--- src/daes_consts.vh ---
// Purpose: constants for the data abort syndrome encoder
// Assumes: 32-bit Avalon-MM register slave, word offsets in bytes
// Notes: field positions are bit indices of the 25-bit syndrome word
`ifndef DAES_CONSTS_VH
`define DAES_CONSTS_VH

// register byte offsets
`define DAES_OFS_SYND 4'h0
`define DAES_OFS_CTRL 4'h4
`define DAES_OFS_STAT 4'h8

// control bits
`define DAES_CTRL_WIDE 0
`define DAES_CTRL_NV 1
`define DAES_CTRL_RAS 2
`define DAES_CTRL_L1 3
`define DAES_CTRL_RELAX 4
`define DAES_CTRL_W 5
`define DAES_CTRL_RESET 5'h00

// status bits
`define DAES_STAT_CAPT 0
`define DAES_STAT_CNT_LO 8
`define DAES_STAT_CNT_HI 15

// syndrome field positions
`define DAES_B_ISV 24
`define DAES_B_SF 15
`define DAES_B_AR 14
`define DAES_B_NESTED_REDIRECT_FLAG 13
`define DAES_B_T_HI 12
`define DAES_B_T_LO 11
`define DAES_B_FNV 10
`define DAES_B_EA 9
`define DAES_B_CM 8
`define DAES_B_S1W 7
`define DAES_B_WNR 6
`define DAES_SYND_W 25

// fault kinds from the translation logic
`define DAES_FK_ADDR 3'h0
`define DAES_FK_TRAN 3'h1
`define DAES_FK_ACCF 3'h2
`define DAES_FK_PERM 3'h3
`define DAES_FK_SEA 3'h4
`define DAES_FK_WALK 3'h5
`define DAES_FK_RAW 3'h7

// fault status codes
`define DAES_FSC_SEA 6'h10
`define DAES_FSC_WIDE 6'h35
`define DAES_FSC_UNSUP 6'h31
`define DAES_FSC_ADDR_PFX 4'h0
`define DAES_FSC_TRAN_PFX 4'h1
`define DAES_FSC_ACCF_PFX 4'h2
`define DAES_FSC_PERM_PFX 4'h3
`define DAES_FSC_WALK_PFX 4'h5

// error state and wide access type encodings
`define DAES_ERR_RECOV 2'h0
`define DAES_ERR_RSVD 2'h1
`define DAES_ERR_UNCONT 2'h2
`define DAES_ERR_RESTART 2'h3
`define DAES_WT_STATUS 2'h1
`define DAES_WT_PLAIN 2'h2
`define DAES_WT_ZERO 2'h3

`endif

--- src/daes_fsc_enc.v ---
// Purpose: fault status code from fault kind and lookup level
// Assumes: combinational, same clock domain as the caller
// Notes: raw kind passes the pipeline's own code through
`timescale 1ns/1ns
`default_nettype none
`include "daes_consts.vh"

module daes_fsc_enc (
    // fault description
    input wire [2:0] fault_kind,
    input wire [1:0] lookup_level,
    input wire [5:0] raw_code,
    // encoded code
    output reg [5:0] fsc
);

    always @* begin
        case (fault_kind)
            `DAES_FK_ADDR: fsc = {`DAES_FSC_ADDR_PFX, lookup_level};
            `DAES_FK_TRAN: fsc = {`DAES_FSC_TRAN_PFX, lookup_level};
            `DAES_FK_ACCF: fsc = {`DAES_FSC_ACCF_PFX, lookup_level};
            `DAES_FK_PERM: fsc = {`DAES_FSC_PERM_PFX, lookup_level};
            `DAES_FK_SEA: fsc = `DAES_FSC_SEA;
            `DAES_FK_WALK: fsc = {`DAES_FSC_WALK_PFX, lookup_level};
            default: fsc = raw_code;
        endcase
    end

endmodule
`default_nettype wire

--- src/daes_top.v ---
// Purpose: builds and holds the data abort syndrome word
// Assumes: pipeline inputs are on the core clock; Avalon-MM slave
// Notes: syndrome captured whole on abort_take while clock_en is high
//
// Added by the designer: the register offsets and the Avalon-MM interface to the registers.
`timescale 1ns/1ns
`default_nettype none
`include "daes_consts.vh"

module daes_top #(
    parameter CNT_W = 8
) (
    // clock, reset, enable
    input wire clock,
    input wire rst_n,
    input wire clock_en,
    // abort event from the load/store pipeline
    input wire abort_take,
    input wire [2:0] fault_kind,
    input wire [1:0] lookup_level,
    input wire [5:0] raw_code,
    // instruction attributes
    input wire insn_syndrome_ok,
    input wire insn_reg_64,
    input wire insn_acq_rel,
    input wire insn_is_write,
    input wire insn_is_atomic,
    input wire atomic_read_faults,
    input wire insn_wide,
    input wire [1:0] insn_wide_form,
    input wire insn_cache_maint,
    input wire insn_addr_xlate,
    input wire insn_zero_op,
    input wire sysreg_redirect,
    // translation attributes
    input wire fault_stage2,
    input wire fault_on_walk,
    input wire far_valid,
    input wire [1:0] error_state,
    input wire ext_class,
    // Avalon-MM slave
    input wire [3:0] avs_address,
    input wire avs_read,
    input wire avs_write,
    input wire [31:0] avs_writedata,
    input wire [3:0] avs_byteenable,
    output reg [31:0] avs_readdata,
    output wire avs_waitrequest,
    // syndrome word
    output reg [`DAES_SYND_W-1:0] syndrome_out,
    output reg syndrome_strobe
);

    reg [`DAES_CTRL_W-1:0] ctrl_reg;
    reg captured_reg;
    reg [CNT_W-1:0] count_reg;
    reg ack_reg;
    wire [5:0] fsc;
    wire wide_feat;
    wire nv_feat;
    wire ras_feat;
    wire target_l1;
    wire relax_feat;
    wire kind_tap;
    wire wide_fault;
    wire syndrome_valid;
    wire is_sea;
    wire is_ext;
    wire s2_walk;
    wire cmo_at;
    reg write_direction_flag;
    reg [1:0] type_field;
    reg [1:0] wide_field;
    reg [1:0] err_field;
    reg sf_bit;
    reg ar_bit;
    reg nested_redirect_flag_bit;
    reg fnv_bit;
    reg ea_bit;
    reg s1w_bit;
    reg [`DAES_SYND_W-1:0] synd_next;
    wire req;
    wire take;
    wire wr_take;
    wire rd_take;
    wire clr_capt;

    // decode of a register offset, shared by read and write paths
    function sel;
        input [3:0] addr;
        input [3:0] ofs;
        begin
            sel = (addr == ofs);
        end
    endfunction

    // a reserved error state is reported as the most pessimistic one
    function [1:0] err_norm;
        input [1:0] state;
        begin
            if (state == `DAES_ERR_RSVD) begin
                err_norm = `DAES_ERR_UNCONT;
            end else begin
                err_norm = state;
            end
        end
    endfunction

    // fault kinds that can carry a wide access syndrome
    function is_tap;
        input [2:0] kind;
        begin
            is_tap = (kind == `DAES_FK_TRAN) || (kind == `DAES_FK_ACCF) ||
                (kind == `DAES_FK_PERM);
        end
    endfunction

    daes_fsc_enc u_fsc (
        .fault_kind(fault_kind),
        .lookup_level(lookup_level),
        .raw_code(raw_code),
        .fsc(fsc)
    );

    assign wide_feat = ctrl_reg[`DAES_CTRL_WIDE];
    assign nv_feat = ctrl_reg[`DAES_CTRL_NV];
    assign ras_feat = ctrl_reg[`DAES_CTRL_RAS];
    assign target_l1 = ctrl_reg[`DAES_CTRL_L1];
    assign relax_feat = ctrl_reg[`DAES_CTRL_RELAX];

    // translation, access flag or permission fault
    assign kind_tap = is_tap(fault_kind);
    assign wide_fault = wide_feat && insn_wide && kind_tap;
    assign is_sea = (fsc == `DAES_FSC_SEA);
    assign is_ext = is_sea || (fsc[5:2] == `DAES_FSC_WALK_PFX);
    assign s2_walk = fault_stage2 && fault_on_walk;
    assign cmo_at = (insn_cache_maint || insn_addr_xlate) && !insn_zero_op;

    // no valid instruction syndrome on a stage 2 walk, except for a wide access fault, or on an external abort with recovery
    assign syndrome_valid = wide_fault ||
        (insn_syndrome_ok && !s2_walk && !(ras_feat && is_ext));

    // direction bit
    always @* begin
        if (cmo_at) begin
            write_direction_flag = 1'b1;
        end else if (insn_is_atomic) begin
            // defined value also where an unknown would be allowed
            if (relax_feat && s2_walk) begin
                write_direction_flag = 1'b0;
            end else begin
                write_direction_flag = !atomic_read_faults;
            end
        end else begin
            write_direction_flag = insn_is_write;
        end
    end

    // width flag follows the named register, forced to 1 on a wide access fault, never execution state
    always @* begin
        if (syndrome_valid) begin
            sf_bit = wide_fault | insn_reg_64;
        end else begin
            sf_bit = 1'b0;
        end
    end

    // acquire/release flag
    always @* begin
        if (syndrome_valid) begin
            ar_bit = !wide_fault && insn_acq_rel;
        end else begin
            ar_bit = 1'b0;
        end
    end

    // redirected register move, never in the level-1 syndrome register
    always @* begin
        if (nv_feat && !target_l1) begin
            nested_redirect_flag_bit = sysreg_redirect;
        end else begin
            nested_redirect_flag_bit = 1'b0;
        end
    end

    // wide access type, meaningful only for its own status code
    always @* begin
        if (fsc == `DAES_FSC_WIDE) begin
            wide_field = insn_wide_form;
        end else begin
            wide_field = 2'h0;
        end
    end

    // error state, only after a synchronous external abort
    always @* begin
        if (ras_feat && is_sea) begin
            err_field = err_norm(error_state);
        end else begin
            err_field = 2'h0;
        end
    end

    // bits 12:11 by feature set
    always @* begin
        if (wide_feat) begin
            type_field = wide_field;
        end else begin
            type_field = err_field;
        end
    end

    // fault address validity, only for a non-walk external abort
    always @* begin
        if (is_sea) begin
            fnv_bit = !far_valid;
        end else begin
            fnv_bit = 1'b0;
        end
    end

    // external abort class, zero for every other abort
    always @* begin
        if (is_ext) begin
            ea_bit = ext_class;
        end else begin
            ea_bit = 1'b0;
        end
    end

    // walk flag, zero for aborts other than stage 2
    always @* begin
        if (fault_stage2) begin
            s1w_bit = fault_on_walk;
        end else begin
            s1w_bit = 1'b0;
        end
    end

    always @* begin
        synd_next = {`DAES_SYND_W{1'b0}};
        synd_next[5:0] = fsc;
        synd_next[`DAES_B_ISV] = syndrome_valid;
        synd_next[`DAES_B_SF] = sf_bit;
        synd_next[`DAES_B_AR] = ar_bit;
        synd_next[`DAES_B_NESTED_REDIRECT_FLAG] = nested_redirect_flag_bit;
        synd_next[`DAES_B_T_HI] = type_field[1];
        synd_next[`DAES_B_T_LO] = type_field[0];
        synd_next[`DAES_B_FNV] = fnv_bit;
        synd_next[`DAES_B_EA] = ea_bit;
        synd_next[`DAES_B_CM] = cmo_at;
        synd_next[`DAES_B_S1W] = s1w_bit;
        synd_next[`DAES_B_WNR] = write_direction_flag;
    end

    // cleared at reset although software may not rely on it
    always @(posedge clock or negedge rst_n) begin
        if (!rst_n) begin
            syndrome_out <= {`DAES_SYND_W{1'b0}};
            syndrome_strobe <= 1'b0;
        end else if (clock_en) begin
            syndrome_strobe <= abort_take;
            if (abort_take) begin
                syndrome_out <= synd_next;
            end
        end
    end

    // bus slave: one wait cycle, answer on the second cycle of a request
    assign req = avs_read || avs_write;
    assign avs_waitrequest = req && !ack_reg;
    assign take = req && ack_reg && clock_en;
    assign wr_take = take && avs_write;
    assign rd_take = req && !ack_reg && clock_en && avs_read;
    assign clr_capt = wr_take && sel(avs_address, `DAES_OFS_STAT) &&
        avs_byteenable[0] && avs_writedata[`DAES_STAT_CAPT];

    always @(posedge clock or negedge rst_n) begin
        if (!rst_n) begin
            ack_reg <= 1'b0;
        end else if (clock_en) begin
            ack_reg <= req && !ack_reg;
        end
    end

    always @(posedge clock or negedge rst_n) begin
        if (!rst_n) begin
            avs_readdata <= 32'h0000_0000;
        end else if (rd_take) begin
            avs_readdata <= 32'h0000_0000;
            if (sel(avs_address, `DAES_OFS_SYND)) begin
                avs_readdata[`DAES_SYND_W-1:0] <= syndrome_out;
            end else if (sel(avs_address, `DAES_OFS_CTRL)) begin
                avs_readdata[`DAES_CTRL_W-1:0] <= ctrl_reg;
            end else if (sel(avs_address, `DAES_OFS_STAT)) begin
                avs_readdata[`DAES_STAT_CAPT] <= captured_reg;
                avs_readdata[`DAES_STAT_CNT_LO+CNT_W-1:`DAES_STAT_CNT_LO] <= count_reg;
            end
        end
    end

    always @(posedge clock or negedge rst_n) begin
        if (!rst_n) begin
            ctrl_reg <= `DAES_CTRL_RESET;
        end else if (wr_take && sel(avs_address, `DAES_OFS_CTRL) && avs_byteenable[0]) begin
            ctrl_reg <= avs_writedata[`DAES_CTRL_W-1:0];
        end
    end

    // capture flag: a new abort wins over a clear in the same cycle
    always @(posedge clock or negedge rst_n) begin
        if (!rst_n) begin
            captured_reg <= 1'b0;
            count_reg <= {CNT_W{1'b0}};
        end else if (clock_en) begin
            if (abort_take) begin
                captured_reg <= 1'b1;
                count_reg <= count_reg + {{(CNT_W-1){1'b0}}, 1'b1};
            end else if (clr_capt) begin
                captured_reg <= 1'b0;
            end
        end
    end

endmodule
`default_nettype wire

--- config.mk ---
export PLATFORM = sky130hd
export DESIGN_NAME = daes_top
export DESIGN_NICKNAME = d
export VERILOG_FILES = /design/src/daes_fsc_enc.v /design/src/daes_top.v
export VERILOG_INCLUDE_DIRS = /design/src
export SDC_FILE = /design/constraint.sdc
export NUM_CORES = 1
export LEC_CHECK = 0
export ABC_AREA = 1
export BUFFER_PORTS_ARGS = -buffer_cell sky130_fd_sc_hd__buf_2
export CAP_MARGIN = 5
export CORE_ASPECT_RATIO = 1.1
export CORE_MARGIN = 5
export CORE_UTILIZATION = 30
export DETAILED_ROUTE_END_ITERATION = 10
export HOLD_SLACK_MARGIN = 0.03
export PLACE_DENSITY = 0.6
export SLEW_MARGIN = 40
export SYNTH_ARGS = -nofsm -noshare
export SYNTH_HDL_FRONTEND = slang
export SYNTH_SLANG_ARGS = --single-unit
--- constraint.sdc ---
create_clock -name clock -period 4.1 [get_ports clock]
set_input_delay 0.205 -clock clock [delete_from_list [all_inputs] [get_ports clock]]
set_output_delay 0.205 -clock clock [all_outputs]
set_load 0.01 [all_outputs]
=== Yosys cells after proc, flatten, opt, wreduce, memory -nomap -nowiden ===
Cells that the tools add are included.
W data, S select, Z words.

* $add $sub $neg: 1
* Equality and inequality tests: 11
* Mux-type cells: 25
* Bitwise gates (word level): 1
* Reductions and logical operators: 41

{| class="wikitable"
|+ Operators with widths
! operator !! number
|-
| $pmux W6 S6 || 1
|-
| $mux W8 || 3
|-
| $logic_and A1 B1 Y1 || 22
|-
| $mux W1 || 13
|-
| $mux W9 || 1
|-
| $add A8 B1 Y8 const B || 1
|-
| $eq A4 B3 Y1 const B || 2
|-
| $logic_not A1 Y1 || 8
|-
| $mux W2 || 4
|-
| $eq A3 B2 Y1 const B || 2
|-
| $eq A3 B3 Y1 const B || 2
|-
| $eq A6 B5 Y1 const B || 1
|-
| $eq A6 B6 Y1 const B || 1
|-
| $logic_or A1 B1 Y1 || 6
|-
| $mux W5 || 1
|-
| $eq A4 B4 Y1 const B || 1
|-
| $logic_not A4 Y1 || 1
|-
| $mux W4 || 1
|-
| $reduce_and A2 Y1 || 2
|-
| $eq A3 B1 Y1 const B || 1
|-
| $logic_not A3 Y1 || 1
|-
| $mux W3 || 1
|-
| $eq A2 B1 Y1 const B || 1
|-
| $reduce_bool A2 Y1 || 1
|-
| $or A1 B1 Y1 || 1
|}

* Register bits after elaboration: 58
* Input bits: 76
* Output and inout port bits: 59
* Logic and storage cells: 86

=== Depth between registers and ports, before layout ===
Gate-level depths: netlist of run 1.

* Depth after elaboration: 9
* Depth in mapped cells: 12
* Gate-level depth less buffers: 12

=== Modules after synthesis ===
Synthesis of run 1 repeated with hierarchy kept, for this count alone.

* Cells, all modules: 325
* Area total of the unflattened synthesis: 2601.2 um^2

{| class="wikitable"
|+ By module, submodules not included
! module !! instances !! cells an instance !! area an instance (um^2) !! seq. area each (um^2)
|-
| daes_top || 1 || 306 || 2519.9 || 1251.2
|-
| daes_fsc_enc || 1 || 19 || 81.3 || 0.0
|}

=== Worst setup path after synthesis of run 1 ===
Ideal clock, no wire load.

* Kind: reg2reg
* Start point: register ack_reg
* End point: register avs_readdata[2]
* Setup time: 0.125 ns
* Data arrival time: 1.360 ns
* Required time: 3.975 ns
* Setup slack: 2.615 ns
* Stages on the path, launching flop included: 6
* Buffers on the path: 1
* Period minus slack after synthesis: 1.485 ns
* Path through: dfrtp_1 > nor2_2 > nand2_2 > nor2_4 > buf_6 > mux2_2

* Cells in the longest elaborated chain, start to end: 4

{| class="wikitable"
|+ RTL lines
! element !! line !! source
|-
| start: declaration || daes_top.v:57 || <nowiki>reg ack_reg;</nowiki>
|-
| start signal: assignment || daes_top.v:282 || <nowiki>ack_reg <= req && !ack_reg;</nowiki>
|-
| $logic_not A1 Y1 || - ||
|-
| $logic_and A1 B1 Y1 || - ||
|-
| via avs_waitrequest || daes_top.v:48 || <nowiki>output wire avs_waitrequest,</nowiki>
|-
| $logic_and A1 B1 Y1 (2 in series) || daes_top.v:274 || <nowiki>assign rd_take = req && !ack_reg && clock_en && avs_read;</nowiki>
|-
| end signal: indexed assignment || daes_top.v:292 || <nowiki>avs_readdata[`DAES_SYND_W-1:0] <= syndrome_out;</nowiki>
|-
| end signal: indexed assignment || daes_top.v:294 || <nowiki>avs_readdata[`DAES_CTRL_W-1:0] <= ctrl_reg;</nowiki>
|-
| end signal: indexed assignment || daes_top.v:296 || <nowiki>avs_readdata[`DAES_STAT_CAPT] <= captured_reg;</nowiki>
|-
| end: declaration || daes_top.v:47 || <nowiki>output reg [31:0] avs_readdata,</nowiki>
|}

The timed path passes the listed nets, and every way through them passes these cells.
A chain may end at the register's enable or synchronous reset.

=== Worst setup path in the final report of run 1 ===
* Start point: register ack_reg
* End point: register avs_readdata[11]

* Cells in the longest elaborated chain, start to end: 4

{| class="wikitable"
|+ RTL lines
! element !! line
|-
| $logic_not A1 Y1 || daes_top.v:274
|-
| $logic_and A1 B1 Y1 (3 in series) || daes_top.v:274
|}

No other way between the ends.

==> run metrics, run 1 <==
first-pass GRT wire length=10.7 mm; largest family of logic cells by synthesized area=simple AND/OR/NAND/NOR gates; CTS Buf Count=5; Yosys warnings=0; DR vias/cell=4.38; Lkg Pwr=1.75 nW; Reg clk slew, reported paths=~90 ps; final clock skew=~6.1 ps; CTS tree=yes; post-synthesis mux area share=5.59%; drt drc=0; maxcap violations=0; final antenna-violating net count=0; clk_lat worst skew=300 ps; initial core utilization=31.0%; Avg Cell Area, Syn=8.82 um^2; outcome=finished clean; Rel. slew slack=52.4%; Max Slew Vio Count=0; Power per Cell Area=between 300 and 400 nW/um^2; Yosys cell types=35; fmax=627 MHz; Gates resized, CTS repair=0; #FFs+latches synth=50; RSZ-0062 raised after global routing=false; area of the mapped netlist=2620 um^2; Core Rows=35; Inserted Diodes=0; DR iter-0 viols=65; Final setup viols=0; Area Overhead vs Synth=20.7%; worst-path fanout max=17; Cells after DPL=484; Cells after Synth=297; Ports=135; number of global-route vias before repair=between 2,000 and 2,500; grt ovf=0; hold slack=between 3 and 4 ps; peak supply drop=0.000132 V; total global-route track usage=12.6%; FF-to-FF path depth=4; final wirelength=roughly 6.7 mm; Via Count=between 2,000 and 2,500; number of clock sinks=50; # port buffers=81; minimum clock period after layout=1590 ps; Critical Path AT=1790 ps; Setup WS post-layout=2510 ps; die height=108 um; DIE AREA=10,700 um^2; Routed WL per cell=13.6 um; Worst path slowest cell=dfrtp_1; post-synthesis simple-gate area fraction=20.1%; xor/xnor share of the synthesized area=2.34%; number of post-CTS setup repair buffers=0; worst slew pin tran=713 ps; Place WS=approximately 2300 ps; sequential fraction of the synthesis area=between 40% and 50%; Final Instance Count excl. Fillers=between 400 and 500; share of cells above drive strength 1=34.1%; final hold violations=0; routability cong.=between 0.7 and 0.8; crit end category=register; Crit path required time=approximately 4300 ps; Post-Synth Adder-Cell Area=0.478%; largest net degree at the start of global routing=51; Root Driver=clkbuf_8; Crit Path Class=register to register; clock tree buffer depth=2; Final period util=38.9%; worst min path class=input port to async pin; setup TNS=0 ps; crit-path cells=nor2_2, nand2_2, nor2_4, mux2_2; complex-gate fraction of the synthesized area=9.99%; Core Region=between 8000 and 9000 um^2; H-tree levels=2; overall power=between 0.001 and 0.0015 W; Die X=99.1 um; nets@finish=457; CP max stage delay=410 ps; post-DP HPWL=5.24 mm; initial antenna violation count=0; CTS Hold Buffers Added=0; TritonRoute pass-1 iters=4; crit start category=register
-- logic make-up (layout without fill, tap and decap cells) --
family / count (synthesis) / in the layout
fa+ha+maj: 1 / 1
mux: 13 / 13
simple gates: 111 / 111
compound gates: 45 / 45
other cells: 1 / 23
buf+inv: 69 / 131
xor+xnor: 7 / 7
flops: 50 / 50
-- where the power goes --
part           internal [W]  switching (W)  leakage (nW)
sequential         0.000568      0.0000530         0.625
clock              0.000171       0.000162        0.0575
combinational      0.000104       0.000163          1.07
-- final cells by class --
class | count | area (um^2)
timing repair buffer | 82 | 413
tap | 111 | 139
sequential | 50 | 1250
multi-input combinational | 200 | 1090
clock buffer | 8 | 110
inverter | 41 | 155
fill | 890 | 5290
-- layout by cell type (no fill, tap or decap), drive strengths merged --
master,instances
buf,82
nand2,62
dfrtp,50
inv,40
o21ai,30
nor2,25
conb,23
nand3,16
mux2,13
clkbuf,8
xor2,7
a21oi,7
nand4,4
o31ai,2
nor4,2
a21boi,1
a2bb2oi,1
nor3,1
clkinv,1
or2,1
o211ai,1
o21a,1
a221oi,1
o22ai,1
ha,1
-- stage by stage --
step / area, um^2 / utilization (%)
6_report: 3160 / 37.4
5_1_grt: 3160 / 37.4
4_1_cts: 3160 / 37.4
3_5_place_dp: 3050 / 36.1
3_3_place_gp: 3050 / 36.1
2_1_floorplan: 2700 / -
-- cell usage after synthesis (all sizes together) --
cell | number | area share [%]
nand2 | 62 | 10
dfrtp | 50 | 48
inv | 40 | 5.7
o21ai | 30 | 5.9
buf | 26 | 7.4
nor2 | 25 | 4.8
nand3 | 16 | 3.1
mux2 | 13 | 5.6
a21oi | 7 | 1.8
xor2 | 7 | 2.3
nand4 | 4 | 0.96
clkbuf | 2 | 0.29
nor4 | 2 | 0.48
o31ai | 2 | 0.57
a21boi | 1 | 0.29
a221oi | 1 | 0.33
a2bb2oi | 1 | 0.33
clkinv | 1 | 0.19
conb | 1 | 0.14
ha | 1 | 0.48
nor3 | 1 | 0.38
o211ai | 1 | 0.29
o21a | 1 | 0.29
o22ai | 1 | 0.24
or2 | 1 | 0.24
-- metal layers --
metal	global-route usage, %	share of wire (%)
met1	15.7	42
met2	21.6	49
met3	3.16	7.0
met4	4.10	1.9
met5	0	0
-- critical path: cells and delay by family, from the launching register on --
family	cells	cell delay (ps)
muxes	1	390
and+or+nand+nor	3	680
DFF	1	410
-- path summary, 6_finish.rpt --
check	from	to	slack [ps]
max reg2reg	ack_reg$_DFFE_PN0P_	avs_readdata[11]$_DFFE_PN0P_	2510
max	ack_reg$_DFFE_PN0P_	avs_readdata[11]$_DFFE_PN0P_	2510
min in group clock	far_valid	syndrome_out[10]$_DFFE_PN0P_	110
max in group asynchronous	rst_n	syndrome_out[1]$_DFFE_PN0P_	3680
min	rst_n	avs_readdata[6]$_DFFE_PN0P_	4
min reg2reg	captured_reg$_DFFE_PN0P_	captured_reg$_DFFE_PN0P_	490
No activity file was read; power rests on OpenSTA's default activity.
==> run 2, diff against run 1 <==
PLACE_DENSITY = 0.62   (was 0.6)
clock period = 1.45 ns   (was 4.1 ns; I/O delays follow)
==> run metrics, run 2 (same netlist as run 1, synthesis figures left out) <==
outcome=finished clean (unchanged); number of global-route vias before repair=2,280 (was 2,177); Max Slew Vio Count=0 (unchanged); switching pwr=0.00108 W (was 0.000378 W); crit start category=register (unchanged); initial antenna violation count=0 (unchanged); peak supply drop=0.000343 V (was 0.000132 V); minimum clock period after layout=1370 ps (was 1590 ps); post-DP HPWL=5.50 mm (was 5.24 mm); Root Driver=clkbuf_8 (unchanged); Inserted Diodes=0 (unchanged); TritonRoute pass-1 iters=4 (unchanged); CTS tree=yes (unchanged); grt ovf=0 (unchanged); nets@finish=475 (was 457); worst min path class=input port to register (was input port to async pin); number of clock sinks=50 (unchanged); most frequent cells in the layout=81 x buf_2, 51 x nand2_1, 50 x dfrtp_1 (unchanged); H-tree levels=2 (unchanged); Routed WL per cell=13.5 um (was 13.6 um); Ports=135 (unchanged); Core Rows=35 (unchanged); Crit Path Class=register to register (unchanged); Final period util=94.6% (was 38.9%); clock power share=23.2% (was 27.2%); Die X=99.1 um (unchanged); worst setup path startpoint=ack_reg$_DFFE_PN0P_ (unchanged); # port buffers=81 (unchanged); setup TNS=0 ps (unchanged); final wirelength=6.89 mm (was 6.69 mm); DR iter-0 viols=57 (was 65); initial core utilization=31.0% (unchanged); clk_lat worst skew=300 ps (about the same); Area Overhead vs Synth=26.4% (was 20.7%); largest net degree at the start of global routing=23 (was 51); placed inst area=3160 um^2 (was 3050 um^2); Critical Path AT=1560 ps (was 1790 ps); DIE AREA=10,700 um^2 (unchanged); Crit path required time=1640 ps (was 4300 ps); total global-route track usage=13.3% (was 12.6%); Core Region=8450 um^2 (unchanged); clock tree buffer depth=2 (unchanged); routability cong.=0.779 (was 0.761); DR vias/cell=4.42 (was 4.38); first-pass GRT wire length=11.2 mm (was 10.7 mm); Final setup viols=0 (unchanged); RSZ-0062 raised after global routing=false (unchanged); fillers=900 (was 890); final antenna-violating net count=0 (unchanged); fmax=729 MHz (was 627 MHz); maxcap violations=0 (unchanged); final instance area=3310 um^2 (was 3160 um^2); Power per Cell Area=1010 nW/um^2 (was 386 nW/um^2); final hold violations=0 (unchanged); Lkg Pwr=1.82 nW (was 1.75 nW); final clock skew=2.09 ps (was 6.06 ps); Gate power share=24.2% (was 21.9%); Internal=0.00227 W (was 0.000843 W); Flop pwr share=52.7% (was 50.9%); Reg-to-Reg Start=ack_reg$_DFFE_PN0P_ (unchanged); Reg clk slew, reported paths=90 ps (about the same); Via Count=2,248 (was 2,154); share of cells above drive strength 1=35.4% (was 34.1%); commonest non-fill, non-tap cell in the layout=buf_2 (unchanged); number of post-CTS setup repair buffers=0 (unchanged); hold slack=28.4 ps (was 3.95 ps); worst hold start=avs_writedata[2]; worst-path fanout max=17 (unchanged); switching share of power=32.2% (was 31.0%); CTS Buf Count=5 (unchanged); die height=108 um (unchanged); crit end category=register (unchanged); drt drc=0 (unchanged)
[run 2: cell types whose count changed in the layout (fill, tap and decap cells not counted), sizes merged]
| cell | delta |
|---|---|
| dlygate4sd3 | +6 |
| clkbuf | -1 |
| buf | +12 |
[run 2: worst max-delay path: stages (launching register included)]
cell and delay, ps:
dfrtp_1 420, nor2_4 120, nand2_4 90, nor2_4 130, buf_12 160, mux2_2 340
[run 2: repair_timing]
item,CTS,global route
resized for setup,0,2
hold buffers,5,1
setup endpoints to repair,0,3
hold endpoints to repair,21,1
[run 2: stage by stage]
| step | utilization (%) | total power [W] | worst slack, ps | cells |
|---|---|---|---|---|
| 2_1_floorplan | - | 0.00227 | 19.5 | 319 |
| 3_3_place_gp | 37.4 | 0.00256 | 96.7 | 496 |
| 3_5_place_dp | 37.4 | 0.00258 | 77.7 | 496 |
| 4_1_cts | 38.9 | 0.00336 | 64.5 | 508 |
| 5_1_grt | 39.2 | 0.00356 | 9.66 | 509 |
| 6_report | 39.2 | 0.00335 | 78.4 | 509 |
[run 2: power by group through the flow]
stage | sequential, W | combinational, W | clock (W)
floorplan | 0.00180 | 0.000472 | 0
global placement | 0.00178 | 0.000779 | 0
detailed placement | 0.00179 | 0.000794 | 0
CTS | 0.00176 | 0.000810 | 0.000787
global route | 0.00179 | 0.000922 | 0.000846
finish | 0.00176 | 0.000809 | 0.000775
[run 2: area by class of cell]
type	count	area [um^2]	area share [%]
Sequential cell	50	1250	37.8
Tap cell	111	139	4.20
Timing Repair Buffer	100	576	17.4
Clock buffer	7	76.3	2.31
Inverter	41	155	4.69
Multi-Input combinational cell	200	1110	33.6
[run 2: metal layers]
metal  global-route usage [%]  routed length (um)
met5                        0                   0
met4                     4.39                  99
met3                     2.90                 515
met2                     23.2                3390
met1                     16.2                2890
[run 2: worst paths after layout]
check                                                     to  slack, ps  cells after the start
worst max-delay path            avs_readdata[10]$_DFFE_PN0P_         80                      5
worst min-delay path                 ctrl_reg[2]$_DFFE_PN0P_         30                      3
worst max register to register  avs_readdata[10]$_DFFE_PN0P_         80                      5
worst min register to register      captured_reg$_DFFE_PN0P_        480                      2
max in group asynchronous       syndrome_out[13]$_DFFE_PN0P_        560                      3
min in group asynchronous        avs_readdata[6]$_DFFE_PN0P_        240                      2
==> run 3, diff against run 2 <==
CORE_ASPECT_RATIO = 0.6   (was 1.1)
==> run metrics, run 3 (same netlist as run 1, synthesis figures left out) <==
Reg clk slew, reported paths=70 ps (was 90 ps); CTS tree=yes (unchanged); share of cells above drive strength 1=37.5% (was 35.4%); Core Region=8520 um^2 (was 8450 um^2); DR vias/cell=4.39 (was 4.42); Final setup viols=0 (unchanged); clk_lat worst skew=290 ps (was 300 ps); TritonRoute pass-1 iters=4 (unchanged); Reg-to-Reg Start=ack_reg$_DFFE_PN0P_ (unchanged); routability cong.=0.784 (was 0.779); peak supply drop=0.000523 V (was 0.000343 V); grt ovf=0 (unchanged); final hold violations=0 (unchanged); Power per Cell Area=1100 nW/um^2 (was 1010 nW/um^2); Area Overhead vs Synth=32.8% (was 26.4%); Internal=0.00265 W (was 0.00227 W); Worst R2R End=avs_readdata[9]$_DFFE_PN0P_ (was avs_readdata[10]$_DFFE_PN0P_); fmax=708 MHz (was 729 MHz); # port buffers=81 (unchanged); final clock skew=5.24 ps (was 2.09 ps); worst hold start=avs_writedata[4] (was avs_writedata[2]); CTS Buf Count=5 (unchanged); Via Count=2,269 (was 2,248); worst min path class=input port to register (unchanged); switching share of power=30.7% (was 32.2%); overall power=0.00382 W (was 0.00335 W); largest net degree at the start of global routing=51 (was 23); final antenna-violating net count=0 (unchanged); commonest non-fill, non-tap cell in the layout=buf_2 (unchanged); DR iter-0 viols=133 (was 57); Crit Path Class=register to register (unchanged); die height=82.4 um (was 108 um); most frequent cells in the layout=81 x buf_2, 50 x nand2_1, 50 x dfrtp_1 (was 81 x buf_2, 51 x nand2_1, 50 x dfrtp_1); Ports=135 (unchanged); Crit path required time=1630 ps (was 1640 ps); Root Driver=clkbuf_16 (was clkbuf_8); hold path depth=2 (was 3); initial antenna violation count=0 (unchanged); total global-route track usage=13.8% (was 13.3%); Gate power share=23.1% (was 24.2%); clock power share=30.7% (was 23.2%); H-tree levels=2 (unchanged); Die X=131 um (was 99.1 um); Inserted Diodes=0 (unchanged); initial core utilization=30.7% (was 31.0%); minimum clock period after layout=1410 ps (was 1370 ps); Max Slew Vio Count=0 (unchanged); FF-to-FF path depth=5 (unchanged); crit end category=register (unchanged); first-pass GRT wire length=11.1 mm (was 11.2 mm); maxcap violations=0 (unchanged); Core Rows=26 (was 35); Final period util=97.3% (was 94.6%); final wirelength=7.42 mm (was 6.89 mm); Lkg Pwr=1.91 nW (was 1.82 nW); Critical Path AT=1590 ps (was 1560 ps); number of global-route vias before repair=2,143 (was 2,280); clock tree buffer depth=2 (unchanged); post-layout util=40.8% (was 39.2%); Flop pwr share=46.1% (was 52.7%); nets@finish=483 (was 475); post-DP HPWL=5.84 mm (was 5.50 mm); Routed WL per cell=14.4 um (was 13.5 um); Reg2Reg Setup Slack=40 ps (was 80 ps); Hold Path End=ctrl_reg[4]$_DFFE_PN0P_ (was ctrl_reg[2]$_DFFE_PN0P_); number of clock sinks=50 (unchanged); worst-path fanout max=8 (was 17); DIE AREA=10,800 um^2 (was 10,700 um^2); drt drc=0 (unchanged); hold slack=34.7 ps (was 28.4 ps); crit start category=register (unchanged); switching pwr=0.00117 W (was 0.00108 W); outcome=finished clean (unchanged)
-- run 3: cell count changes in the layout (fill, tap and decap cells not counted), sizes merged --
cell / delta
dlygate4sd3: -2
buf: +9
-- run 3: final cells by class --
cell class	count	area (um^2)
Clock buffer	6	139
Fill cell	890	5040
Inverter	41	155
Multi-Input combinational cell	200	1130
Sequential cell	50	1250
Tap cell	112	140
Timing Repair Buffer	108	661
-- run 3: critical path, cell delays in order, from the launching register on --
cell,delay (ps)
dfrtp_1,420
nor2_4,150
nand2_4,90
nor2_4,150
buf_12,150
mux2_2,330
-- run 3: metal layers --
metal  vias up  GRT usage (%)  wire, um  share of wire [%]
met4         0           3.39        70               0.94
met5         -              0         0                  0
met2        80           19.0      2930                 39
met3         8           3.98       625                8.4
met1      1061           21.0      3800                 51
li1       1120              -         -                  -
-- run 3: worst max-delay path by stage --
stage	end	slack, ps	start	depth (start not counted)
2_1_floorplan	avs_readdata[2]$_DFFE_PN0P_	20	ack_reg$_DFFE_PN0P_	5
3_3_place_gp	count_reg[6]$_DFFE_PN0P_	30	count_reg[1]$_DFFE_PN0P_	5
3_5_place_dp	count_reg[6]$_DFFE_PN0P_	20	count_reg[1]$_DFFE_PN0P_	5
4_1_cts	avs_readdata[3]$_DFFE_PN0P_	20	ack_reg$_DFFE_PN0P_	5
5_1_grt	avs_readdata[11]$_DFFE_PN0P_	-10	ack_reg$_DFFE_PN0P_	5
6_report	avs_readdata[9]$_DFFE_PN0P_	40	ack_reg$_DFFE_PN0P_	5
-- run 3: power groups by stage --
stage | sequential [W] | clock [W] | combinational, W
after CTS | 0.00176 | 0.00120 | 0.000834
after detailed placement | 0.00179 | 0 | 0.000812
final | 0.00176 | 0.00118 | 0.000883
after floorplan | 0.00180 | 0 | 0.000472
after global placement | 0.00178 | 0 | 0.000797
after global routing | 0.00180 | 0.00125 | 0.00101
-- run 3: timing repair --
item / 4_1_cts / 5_1_grt
hold buffers: 4 / 0
gates resized for setup: 1 / 5
endpoints found under the setup margin: 1 / 13
setup buffers: 0 / 7
endpoints found under the hold margin: 53 / 0
pin swaps: 0 / 3
gates cloned: 0 / 1
-- run 3: metrics by stage --
stage / cells / worst slack (ps) / setup TNS (ps) / area [um^2]
6_report: 517 / 38.5 / 0 / 3480
5_1_grt: 517 / -12.0 / -61.6 / 3480
4_1_cts: 509 / 24.8 / 0 / 3380
3_5_place_dp: 499 / 18.7 / 0 / 3190
3_3_place_gp: 499 / 34.6 / 0 / 3190
2_1_floorplan: 319 / 19.5 / 0 / 2710
